`src/lsbsc_defs.svh`:
```
// constants for the lcd scroll, blink and standby control block
// assumes a 40 MHz pclk and 12-bit apb byte addresses
`ifndef LSBSC_DEFS_SVH
`define LSBSC_DEFS_SVH

`define LSBSC_OFF_INDEX 12'h000
`define LSBSC_OFF_DATA 12'h004
`define LSBSC_OFF_STATUS 12'h008

`define LSBSC_IDX_CW1 4'h0
`define LSBSC_IDX_CW2 4'h1
`define LSBSC_IDX_ADDR 4'h2
`define LSBSC_IDX_START 4'h5
`define LSBSC_IDX_BMASK 4'h6
`define LSBSC_IDX_BFIRST 4'h8
`define LSBSC_IDX_BLAST 4'h9
`define LSBSC_IDX_CONTRAST 4'hA

`define LSBSC_BYTE_RST 8'h00
`define LSBSC_CW1_MASK 8'hC7
`define LSBSC_CW2_MASK 8'hF0
`define LSBSC_ROW_MASK 8'h1F
`define LSBSC_CONTRAST_MASK 8'h0F

`define LSBSC_DUTY_32 2'h0
`define LSBSC_DUTY_16 2'h1
`define LSBSC_DUTY_8 2'h2
`define LSBSC_ROWS_32 5'h1F
`define LSBSC_ROWS_16 5'h0F
`define LSBSC_ROWS_8 5'h07

`define LSBSC_BLINK_LAST_FRAME 6'h3F

`define LSBSC_CLK_PERIOD_NS 25
`define LSBSC_SUBCLK_LOSS_NS 100000
`define LSBSC_SUBCLK_LOSS_CYC \
	((`LSBSC_SUBCLK_LOSS_NS + `LSBSC_CLK_PERIOD_NS - 1) / `LSBSC_CLK_PERIOD_NS)

`endif

```
`src/lsbsc_pkg.sv`:
```
// types shared by the lcd scroll, blink and standby control block
// assumes nothing beyond the constants header
package lsbsc_pkg;

	typedef enum logic [1:0] {
		st_active = 2'b01,
		st_standby = 2'b10
	} lsbsc_state_e;

	typedef struct packed {
		logic standby_permit;
		logic stepup_enable;
		logic [2:0] rsvd;
		logic graphic_layout_select;
		logic [1:0] duty;
	} lsbsc_cw1_s;

	typedef struct packed {
		logic blink_enable;
		logic display_on;
		logic opamp_enable;
		logic opamp_power_save;
		logic [3:0] rsvd;
	} lsbsc_cw2_s;

	typedef struct packed {
		logic [21:0] rsvd;
		logic in_standby;
		logic stepup_active;
		logic opamp_power;
		logic blink_hidden;
		logic subclk_alive;
		logic [4:0] display_row;
	} lsbsc_status_s;

endpackage : lsbsc_pkg

```
`src/lsbsc_ctrl.sv`:
```
// apb-reached scroll, blink, standby and lcd supply control
// host keeps its own duties: row rewrite after scroll, permit before standby
`timescale 1ns/10ps
`include "lsbsc_defs.svh"

module lsbsc_ctrl (
	input wire logic pclk,
	input wire logic presetn,
	input wire logic psel,
	input wire logic penable,
	input wire logic pwrite,
	input wire logic [11:0] paddr,
	input wire logic [31:0] pwdata,
	output logic [31:0] prdata,
	output logic pready,
	output logic pslverr,
	input wire logic standby_req,
	input wire logic subclk,
	input wire logic line_tick,
	output logic [4:0] display_row,
	output logic [4:0] row_addr,
	output logic [7:0] blink_mask,
	output logic group_8bit,
	output logic display_enable,
	output logic drive_off,
	output logic stepup_clock,
	output logic stepup_active,
	output logic opamp_power,
	output logic opamp_current_limit,
	output logic [3:0] contrast_level,
	output logic in_standby
);

	lsbsc_pkg::lsbsc_state_e st_q;
	lsbsc_pkg::lsbsc_cw1_s cw1_q;
	lsbsc_pkg::lsbsc_cw2_s cw2_q;
	lsbsc_pkg::lsbsc_status_s status;
	logic [3:0] index_q;
	logic [7:0] addr_q;
	logic [4:0] start_q;
	logic [7:0] bmask_q;
	logic [4:0] bfirst_q;
	logic [4:0] blast_q;
	logic [3:0] contrast_q;
	logic [4:0] line_q;
	logic [4:0] line_d;
	logic [4:0] row_d;
	logic [5:0] frame_q;
	logic hidden_q;
	logic frame_end;
	logic access;
	logic wr_done;
	logic wr_data;
	logic enter_stby;
	logic sub_alive;
	logic stepup_run;
	logic [7:0] wbyte;
	logic [31:0] rd_mux;
	logic rd_err;

	function automatic logic idx_mapped(input logic [3:0] idx);
		case (idx)
			`LSBSC_IDX_CW1, `LSBSC_IDX_CW2, `LSBSC_IDX_ADDR, `LSBSC_IDX_START,
			`LSBSC_IDX_BMASK, `LSBSC_IDX_BFIRST, `LSBSC_IDX_BLAST,
			`LSBSC_IDX_CONTRAST: idx_mapped = 1'b1;
			default: idx_mapped = 1'b0;
		endcase
	endfunction : idx_mapped

	function automatic logic [4:0] duty_last(input logic [1:0] duty);
		case (duty)
			`LSBSC_DUTY_16: duty_last = `LSBSC_ROWS_16;
			`LSBSC_DUTY_8: duty_last = `LSBSC_ROWS_8;
			default: duty_last = `LSBSC_ROWS_32;
		endcase
	endfunction : duty_last

	// apb: one wait state, so read data and error come from flops
	assign access = psel & penable & ~pready;
	assign wr_done = psel & penable & pready & pwrite;
	assign wr_data = wr_done & (paddr == `LSBSC_OFF_DATA) & idx_mapped(index_q);
	assign wbyte = pwdata[7:0];
	assign enter_stby = (st_q == lsbsc_pkg::st_active) & standby_req & cw1_q.standby_permit;

	always_ff @(posedge pclk or negedge presetn)
	begin
		if (!presetn)
			pready <= 1'b0;
		else
			pready <= access;
	end

	always_comb
	begin
		rd_mux = 32'h0000_0000;
		rd_err = 1'b0;
		case (paddr)
			`LSBSC_OFF_INDEX: rd_mux = {28'h000_0000, index_q};
			`LSBSC_OFF_DATA:
			begin
				rd_err = ~idx_mapped(index_q);
				case (index_q)
					`LSBSC_IDX_CW1: rd_mux = {24'h00_0000, cw1_q};
					`LSBSC_IDX_CW2: rd_mux = {24'h00_0000, cw2_q};
					`LSBSC_IDX_ADDR: rd_mux = {24'h00_0000, addr_q};
					`LSBSC_IDX_START: rd_mux = {27'h000_0000, start_q};
					`LSBSC_IDX_BMASK: rd_mux = {24'h00_0000, bmask_q};
					`LSBSC_IDX_BFIRST: rd_mux = {27'h000_0000, bfirst_q};
					`LSBSC_IDX_BLAST: rd_mux = {27'h000_0000, blast_q};
					`LSBSC_IDX_CONTRAST: rd_mux = {28'h000_0000, contrast_q};
					default: rd_mux = 32'h0000_0000;
				endcase
			end
			`LSBSC_OFF_STATUS: rd_mux = pwrite ? 32'h0000_0000 : status;
			default: rd_err = 1'b1;
		endcase
		if (pwrite && paddr == `LSBSC_OFF_STATUS)
			rd_err = 1'b1;
	end

	always_ff @(posedge pclk or negedge presetn)
	begin
		if (!presetn)
		begin
			prdata <= 32'h0000_0000;
			pslverr <= 1'b0;
		end
		else if (access)
		begin
			prdata <= pwrite ? 32'h0000_0000 : rd_mux;
			pslverr <= rd_err;
		end
		else
		begin
			prdata <= 32'h0000_0000;
			pslverr <= 1'b0;
		end
	end

	always_ff @(posedge pclk or negedge presetn)
	begin
		if (!presetn)
			index_q <= 4'h0;
		else if (wr_done && paddr == `LSBSC_OFF_INDEX)
			index_q <= wbyte[3:0];
	end

	// register writes are not gated by standby
	always_ff @(posedge pclk or negedge presetn)
	begin
		if (!presetn)
		begin
			cw1_q <= `LSBSC_BYTE_RST;
			addr_q <= `LSBSC_BYTE_RST;
			start_q <= 5'h00;
			bmask_q <= `LSBSC_BYTE_RST;
			bfirst_q <= 5'h00;
			blast_q <= 5'h00;
			contrast_q <= 4'h0;
		end
		else if (wr_data)
		begin
			case (index_q)
				`LSBSC_IDX_CW1: cw1_q <= wbyte & `LSBSC_CW1_MASK;
				`LSBSC_IDX_ADDR: addr_q <= wbyte;
				`LSBSC_IDX_START: start_q <= 5'(wbyte & `LSBSC_ROW_MASK);
				`LSBSC_IDX_BMASK: bmask_q <= wbyte;
				`LSBSC_IDX_BFIRST: bfirst_q <= 5'(wbyte & `LSBSC_ROW_MASK);
				`LSBSC_IDX_BLAST: blast_q <= 5'(wbyte & `LSBSC_ROW_MASK);
				`LSBSC_IDX_CONTRAST: contrast_q <= 4'(wbyte & `LSBSC_CONTRAST_MASK);
				default: contrast_q <= contrast_q;
			endcase
		end
	end

	// standby entry beats a host write landing in the same cycle
	always_ff @(posedge pclk or negedge presetn)
	begin
		if (!presetn)
			cw2_q <= `LSBSC_BYTE_RST;
		else if (enter_stby)
		begin
			cw2_q.display_on <= 1'b0;
			cw2_q.opamp_enable <= 1'b0;
		end
		else if (wr_data && index_q == `LSBSC_IDX_CW2)
			cw2_q <= wbyte & `LSBSC_CW2_MASK;
	end

	always_ff @(posedge pclk or negedge presetn)
	begin
		if (!presetn)
			st_q <= lsbsc_pkg::st_active;
		else
		begin
			case (st_q)
				lsbsc_pkg::st_active: if (enter_stby) st_q <= lsbsc_pkg::st_standby;
				lsbsc_pkg::st_standby: if (!standby_req) st_q <= lsbsc_pkg::st_active;
				default: st_q <= lsbsc_pkg::st_active;
			endcase
		end
	end

	// scan: line counter wraps at the duty, frame ends on the wrap
	assign frame_end = line_tick & (line_q >= duty_last(cw1_q.duty));
	assign line_d = !line_tick ? line_q : (frame_end ? 5'h00 : line_q + 5'h01);
	assign row_d = (start_q + line_d) & duty_last(cw1_q.duty);

	always_ff @(posedge pclk or negedge presetn)
	begin
		if (!presetn)
		begin
			line_q <= 5'h00;
			display_row <= 5'h00;
		end
		else
		begin
			line_q <= line_d;
			display_row <= row_d;
		end
	end

	// counter cleared while disabled so blinking opens on the visible half
	always_ff @(posedge pclk or negedge presetn)
	begin
		if (!presetn)
		begin
			frame_q <= 6'h00;
			hidden_q <= 1'b0;
		end
		else if (!cw2_q.blink_enable)
		begin
			frame_q <= 6'h00;
			hidden_q <= 1'b0;
		end
		else if (frame_end)
		begin
			frame_q <= frame_q + 6'h01;
			if (frame_q == `LSBSC_BLINK_LAST_FRAME)
				hidden_q <= ~hidden_q;
		end
	end

	// window compares memory rows, so scrolling carries the blink area along
	always_ff @(posedge pclk or negedge presetn)
	begin
		if (!presetn)
			blink_mask <= 8'h00;
		else if (cw2_q.blink_enable && hidden_q && row_d >= bfirst_q && row_d <= blast_q)
			blink_mask <= bmask_q;
		else
			blink_mask <= 8'h00;
	end

	assign stepup_run = cw1_q.stepup_enable & (st_q == lsbsc_pkg::st_active) & ~enter_stby;

	lsbsc_pump u_pump (
		.pclk(pclk),
		.presetn(presetn),
		.subclk(subclk),
		.run(stepup_run),
		.pump_q(stepup_clock),
		.alive_q(sub_alive)
	);

	// supply drops at entry itself, well inside two subclock periods
	always_ff @(posedge pclk or negedge presetn)
	begin
		if (!presetn)
		begin
			stepup_active <= 1'b0;
			opamp_power <= 1'b0;
			opamp_current_limit <= 1'b0;
			drive_off <= 1'b1;
			display_enable <= 1'b0;
			in_standby <= 1'b0;
		end
		else
		begin
			stepup_active <= stepup_run & sub_alive;
			opamp_power <= cw2_q.opamp_enable & ~enter_stby & (st_q == lsbsc_pkg::st_active);
			opamp_current_limit <= cw2_q.opamp_power_save & cw2_q.opamp_enable & ~enter_stby &
				(st_q == lsbsc_pkg::st_active);
			drive_off <= enter_stby | (st_q != lsbsc_pkg::st_active) | ~cw2_q.display_on;
			display_enable <= cw2_q.display_on & ~enter_stby & (st_q == lsbsc_pkg::st_active);
			in_standby <= enter_stby | (st_q == lsbsc_pkg::st_standby & standby_req);
		end
	end

	always_ff @(posedge pclk or negedge presetn)
	begin
		if (!presetn)
		begin
			row_addr <= 5'h00;
			group_8bit <= 1'b0;
			contrast_level <= 4'h0;
		end
		else
		begin
			row_addr <= addr_q[4:0];
			group_8bit <= cw1_q.graphic_layout_select;
			contrast_level <= contrast_q;
		end
	end

	always_comb
	begin
		status = '0;
		status.in_standby = in_standby;
		status.stepup_active = stepup_active;
		status.opamp_power = opamp_power;
		status.blink_hidden = hidden_q;
		status.subclk_alive = sub_alive;
		status.display_row = display_row;
	end
endmodule : lsbsc_ctrl

```
`src/lsbsc_pump.sv`:
```
// subclock watch and step-up pump clock for the lcd supply
// subclk is a slow input taken as synchronous to pclk
`timescale 1ns/10ps
`include "lsbsc_defs.svh"

module lsbsc_pump (
	input wire logic pclk,
	input wire logic presetn,
	input wire logic subclk,
	input wire logic run,
	output logic pump_q,
	output logic alive_q
);

	localparam logic [11:0] LOSS_CYC = 12'(`LSBSC_SUBCLK_LOSS_CYC);

	logic subclk_prev_q;
	logic [11:0] idle_q;
	logic sub_edge;

	assign sub_edge = subclk & ~subclk_prev_q;

	always_ff @(posedge pclk or negedge presetn)
	begin
		if (!presetn)
			subclk_prev_q <= 1'b0;
		else
			subclk_prev_q <= subclk;
	end

	// a stopped subclock must read as dead, or the pump would claim to run
	always_ff @(posedge pclk or negedge presetn)
	begin
		if (!presetn)
		begin
			idle_q <= 12'h000;
			alive_q <= 1'b0;
		end
		else if (sub_edge)
		begin
			idle_q <= 12'h000;
			alive_q <= 1'b1;
		end
		else if (idle_q >= LOSS_CYC - 12'h001)
			alive_q <= 1'b0;
		else
			idle_q <= idle_q + 12'h001;
	end

	always_ff @(posedge pclk or negedge presetn)
	begin
		if (!presetn)
			pump_q <= 1'b0;
		else if (!run)
			pump_q <= 1'b0;
		else if (sub_edge)
			pump_q <= ~pump_q;
	end

endmodule : lsbsc_pump

```
`config.mk`:
```
export PLATFORM = sky130hd
export DESIGN_NAME = lsbsc_ctrl
export DESIGN_NICKNAME = d
export VERILOG_FILES = /design/src/lsbsc_pkg.sv /design/src/lsbsc_ctrl.sv /design/src/lsbsc_pump.sv
export VERILOG_INCLUDE_DIRS = /design/src
export SDC_FILE = /design/constraint.sdc
export NUM_CORES = 1
export LEC_CHECK = 0
export BUFFER_PORTS_ARGS = -buffer_cell sky130_fd_sc_hd__buf_4
export CORE_ASPECT_RATIO = 2
export CORE_MARGIN = 5
export CORE_UTILIZATION = 25
export DETAILED_ROUTE_END_ITERATION = 7
export PLACE_DENSITY = 0.46
export SYNTH_ARGS = -nofsm -noshare
export SYNTH_HDL_FRONTEND = slang
export SYNTH_HIERARCHICAL = 1
export SYNTH_SLANG_ARGS = --single-unit
```
`constraint.sdc`:
```
create_clock -name pclk -period 7.94 [get_ports pclk]
set_clock_uncertainty 0.05 [all_clocks]
set_input_delay 1.588 -clock pclk [delete_from_list [all_inputs] [get_ports pclk]]
set_output_delay 1.588 -clock pclk [all_outputs]
set_load 0.1 [all_outputs]
```
# [After elaboration in Yosys (flattened, before gate mapping)]
# Memory sizes are Yosys's and may differ from the RTL's.
# Cells that the tools add are included.
[totals] reg_bits=140 rom_bits=32 inputBits=52 output_inout_bits=64 wordCells=149 n_memories=2
[classes] add_sub_neg=4 magnitude_cmp=4 n_eq_ne=21 n_mux=28 bitwise=32 reduce_logical=21
[mem_list] memory="(no name shown)" depth=16 width=1 rd=1 rd_clocked_by_memory_dff=0 write_ports=0 line="lsbsc_ctrl.sv:62" text="case (idx)"
[mem_list] memory="(no name shown)" depth=16 width=1 rd=1 rd_clocked_by_memory_dff=0 write_ports=0 line="lsbsc_ctrl.sv:62"
[op_table] op="$pmux 32 s3" n=1
[op_table] op="$mux 32" n=2
[op_table] op="$pmux 8 s8" n=1
[op_table] op="$mux 12" n=2
[op_table] op="$and 1x1->1" n=21
[op_table] op="$reduce_and 2->1" n=10
[op_table] op="$add 12x1->12 const B" n=1
[op_table] op="$eq 12x3->1 const B" n=1
[op_table] op="$eq 12x4->1 const B" n=1
[op_table] op="$eq 4x4->1 const B" n=3
[op_table] op="$ge 12x12->1 const B" n=1
[op_table] op="$logic_not 12->1" n=1
[op_table] op="$mux 6" n=2
[op_table] op="$ge 5x5->1" n=2
[op_table] op="$mux 1" n=10
[op_table] op="$mux 5" n=2
[op_table] op="$ne 2x1->1 const B" n=5
[op_table] op="$pmux 5 s2" n=1
[op_table] op="$eq 4x3->1 const B" n=2
[op_table] op="$mux 8" n=1
[op_table] op="$mux 7" n=1
[op_table] op="$not 1->1" n=7
[op_table] op="$add 6x1->6 const B" n=1
[op_table] op="$eq 6x6->1 const B" n=1
[op_table] op="17 further kinds" n=30

# [Logic depth before layout (Yosys ltp)]
[depth] ltp_word=12 mapped_depth=22 ltp_nobuf=22

# [Modules after synthesis]
# The synthesis kept the hierarchy.
[by_module_without_submodules] module="lsbsc_ctrl" n_inst=1 cells_each=440 area_per_inst_um2=5058.6 seq_area_each_um2=2580.0
[by_module_without_submodules] module="lsbsc_pump" n_inst=1 cells_each=74 area_per_inst_um2=724.4 seq_area_each_um2=375.4

# [Worst setup path before layout]
# Ideal clock, no wire load.
[synth_timing] path_type="input-to-reg" start="input port line_tick" end="register blink_mask[0]" setup_ns=0.067 t_arrival_ns=5.008 required_ns=7.823 slack_ns=2.815 cell_stages=17 n_path_buf=1 cell_sequence="buf_2 > inv_1 > or2_2 > mux2i_1 > ha_1 > inv_1 > fa_1 > nand2b_1 > a21oi_1 > xnor2_1 > or3_1 > a21oi_1 > ha_1 > a211oi_1 > nand3_1 > a221oi_1 > and2_1"
[synth_via] elab_chain_cells=9 word_cells_on_any_way=10 classes_between="1 x add/sub; 2 x order compare; 3 x mux; 2 x bitwise; 2 x reduce/logical"
[synth_rtl] element="from (decl)" line="lsbsc_ctrl.sv:19" text="input wire logic line_tick,"
[synth_rtl] element="$and 1x1->1" line="lsbsc_ctrl.sv:205" text="assign frame_end = line_tick & (line_q >= duty_last(cw1_q.duty));"
[synth_rtl] element="$mux 5" line="lsbsc_ctrl.sv:206" text="assign line_d = !line_tick ? line_q : (frame_end ? 5'h00 : line_q + 5'h01);"
[synth_rtl] element="$mux 5 *" line="lsbsc_ctrl.sv:206"
[synth_rtl] element="named net line_d[0]" line="lsbsc_ctrl.sv:46" text="logic [4:0] line_d;"
[synth_rtl] element="$add 5x5->5 *" line="lsbsc_ctrl.sv:207" text="assign row_d = (start_q + line_d) & duty_last(cw1_q.duty);"
[synth_rtl] element="$and 5x5->5 *" line="lsbsc_ctrl.sv:207"
[synth_rtl] element="named net row_d[4]" line="lsbsc_ctrl.sv:47" text="logic [4:0] row_d;"
[synth_rtl] element="$ge 5x5->1" line="lsbsc_ctrl.sv:249" text="else if (cw2_q.blink_enable && hidden_q && row_d >= bfirst_q && row_d <= blast_q)"
[synth_rtl] element="$logic_and 1x1->1" line="lsbsc_ctrl.sv:249"
[synth_rtl] element="$logic_and 1x1->1 *" line="lsbsc_ctrl.sv:249"
[synth_rtl] element="$mux 8 *" line="lsbsc_ctrl.sv:249"
[synth_rtl] element="to (signal assigned)" line="lsbsc_ctrl.sv:250" text="blink_mask <= bmask_q;"
[synth_rtl] element="to (decl)" line="lsbsc_ctrl.sv:22" text="output logic [7:0] blink_mask,"
# The timed path passes the listed nets; every way through them passes the cells marked *.
# A chain may end at the register's enable or synchronous reset.

# [Final worst setup path]
# Same ends and word-level chain as after synthesis.

==> results.py <==
metrics = {
    "outcome": {
        "status": "finished clean",
    },
    "die": {
        "die_area_mm2": 0.0265,
        "die_h_um": 225,
        "initial_core_util": 0.254,
        "die_w_um": 118,
        "pin_count": 116,
        "rows": 78,
        "core-area_mm2": 0.0227,
    },
    "synth": {
        "yosysSeqAreaShare": 0.511,
        "yosysMostFrequentCell": "dfrtp_1",
        "synth_area_mm2": 0.00578,
        "synth_cell_types": 65,
        "synthCells": 514,
        "yosys.area.top_type": "dfrtp_1",
        "ys_top_cells_by_area": "dfrtp_1, mux2_2, ha_1, buf_4, o21ai_0",
        "synth_top_area_share": 0.502,
        "yosysWarnings": 6,
        "synthFlopType": "dfrtp_1",
        "ys_ff_latch": 118,
        "synth_enable_flop_cells": 0,
        "avgSynthCellArea_um2": 11.3,
        "ys_async_sr_fraction": 1.00,
        "synth_common_cells": "dfrtp_1, mux2_2, inv_1, nor2_1",
    },
    "power": {
        "cellPowerDensity_mw_per_mm2": 248,
        "ir_drop_uv": 156,
        "leakage_nw": 3.27,
        "p_total_w": 0.00176,
    },
    "clock_tree": {
        "numCtsBuffers": 17,
        "clk_path_buf_depth": 2,
        "cts.reportedPaths.clkPinSlew_ps": 60,
        "cts.sinks": 118,
        "postCtsSetupBuffers": 0,
        "cts_tree": "yes",
        "cts-hold-fix-buffers": 0,
        "cts_resized": 0,
        "htree_num_levels": 4,
        "clk_latency_ps": 410,
        "root_buffer": "clkbuf_16",
    },
    "detailed_routing": {
        "wl_per_cell_um": 17.9,
        "vias": 4089,
        "drc": 0,
        "avgViaCountPerCell": 4.68,
        "ant_nets": 0,
        "firstDrtPassIters": 7,
        "drtIter0Drc": 222,
        "wl_um": 15700,
    },
    "grt": {
        "grt_pass1_wl_um": 24900,
        "track_usage": 0.121,
        "overflow": 0,
        "grt_pass1_vias": 4423,
        "grt_max_degree": 68,
        "antenna_found_initial": 0,
    },
    "critical_path": {
        "startpoint_type": "input port",
        "worstPathRequired_ps": 8240,
        "max_stage_delay_ps": 840,
        "path_class": "in2reg",
        "slowest_stage": "a221oi_1",
        "critPathArrivalTime_ps": 5880,
        "worstPathCellList": "buf_4 -> inv_1 -> or2_2 -> mux2i_1 -> ha_1 -> inv_1 -> fa_1 -> nand2b_1 -> a21oi_1 -> xnor2_1 -> or3_1 -> a21oi_1 -> ha_1 -> a211oi_1 -> nand3_1 -> a221oi_1 -> and2_1",
        "end_kind": "flip-flop",
        "worst-path-max-fanout": 10,
    },
    "sta": {
        "post-route-min-period_ps": 5580,
        "timing.slew.headroom": 0.203,
        "hold_viol": 0,
        "finalSetupTns_ps": 0,
        "fmax_mhz": 179,
        "period_share": 0.703,
        "rsz0062_at_grt": "no",
        "worst_pin_slew_ps": 1190,
        "maxSlewViolCount": 0,
        "timing.hold.ws_ps": 370,
        "finalSetupViolations": 0,
    },
    "placement": {
        "gp_congestion": 0.797,
        "numPortBuffers": 69,
        "placed_cells": 842,
        "dpl.hpwl_um": 12000,
    },
    "hold_path": {
        "hold_class": "reg2reg",
    },
    "finish": {
        "multiInputGateArea_mm2": 0.00255,
        "fillers": 2342,
        "antennaDiodeCount": 0,
        "seq_area_mm2": 0.00296,
        "final_core_util": 0.312,
        "stdcell_count": 874,
        "fin_nets": 658,
        "drive_gt1_frac": 0.279,
        "syn_to_final_growth_pct": 22.5,
    },
    "flow_run": {
        "maxCapViolCount": 0,
    },
}
[cells in the final DEF (no fill, tap or decap), types with 5 or more instances in the layout]
master	n
a21oi_1	20
and2_1	15
or3_1	7
nand3_1	16
a222oi_1	5
nand2b_1	8
conb_1	22
ha_1	24
o21ai_0	22
nand2_1	19
mux2i_1	6
a21boi_0	5
mux2_2	44
a22oi_1	12
dfrtp_1	116
inv_1	25
nor2b_1	9
buf_4	70
nor3_1	5
clkbuf_16	17
nor2_1	25
xnor2_1	6
and3_1	12
a211oi_1	5
[stage by stage]
step / setup slack (ps) / cell area, um2
final: 2360 / 7090
after global routing: 1810 / 7090
after CTS: 2200 / 7090
after detailed placement: 1800 / 6480
after global placement: 1850 / 6480
after floorplan: 2810 / 5860
[power breakdown]
| group | internal, W | switching [W] | leakage [nW] |
|---|---|---|---|
| Clock | 0.000508 | 0.000277 | 0.288 |
| Sequential | 0.000630 | 0.0000315 | 1.60 |
| Combinational | 0.0000811 | 0.000231 | 1.38 |
[worst max-delay path, delay by kind of cell]
kind / cells / cell delay [ps]
AO/OA/AOI/OAI: 4 / 1620
AND/OR/NAND/NOR: 5 / 1140
adder cells (fa/ha/maj): 3 / 960
buffers and inverters: 3 / 290
multiplexers: 1 / 210
XOR/XNOR: 1 / 80
[layer usage]
| metal | global-route usage | part of all wire |
|---|---|---|
| met5 | 0 | 0 |
| met2 | 0.238 | 0.58 |
| met4 | 0.0496 | 0.022 |
| met3 | 0.0249 | 0.039 |
| met1 | 0.121 | 0.36 |
[registers in the layout, indices dropped and copies added (netlist names), 2 cells and up]
signal / count
addr_q: 8
index_q: 4
st_q: 2
row_addr: 5
cw2_q: 4
start_q: 5
cw1_q: 5
contrast_q: 4
blink_mask: 8
line_q: 5
frame_q: 6
u_pump/idle_q: 12
blast_q: 5
prdata: 10
contrast_level: 4
bmask_q: 8
display_row: 5
bfirst_q: 5
[cell families (layout without fill, tap and decap cells)]
group,Yosys count,after routing,share of synthesized area
other,1,22,0.000648
buffers and inverters,68,127,0.0614
xor gates and xnor gates,8,8,0.0121
AOI/OAI and AO/OA,96,96,0.112
and+or+nand+nor,146,146,0.148
adders and majority gates,25,25,0.0554
muxes,52,52,0.100
DFF,118,118,0.511
[path summary, 6_finish.rpt]
| check | start | endpoint | slack [ps] | cells past startpoint |
|---|---|---|---|---|
| worst max-delay path | line_tick | blink_mask[0] | 2360 | 17 |
| worst min-delay path | addr_q[2] | row_addr[2] | 370 | 0 |
| worst max register to register | cw1_q[0] | blink_mask[0] | 2370 | 21 |
| worst min register to register | addr_q[2] | row_addr[2] | 370 | 0 |
| max in group asynchronous | presetn | line_q[4] | 5360 | 2 |
| min in group asynchronous | presetn | contrast_level[0] | 1150 | 1 |
[cell type report]
cell class	count	area share
clock buffers	20	0.0645
clock inverters	12	0.0215
inverters	25	0.0132
multi-input cells	349	0.360
flip-flops and latches	118	0.417
well taps	280	0.0494
repair buffers	70	0.0742
Note: power is estimated with default switching activity, not from simulation.
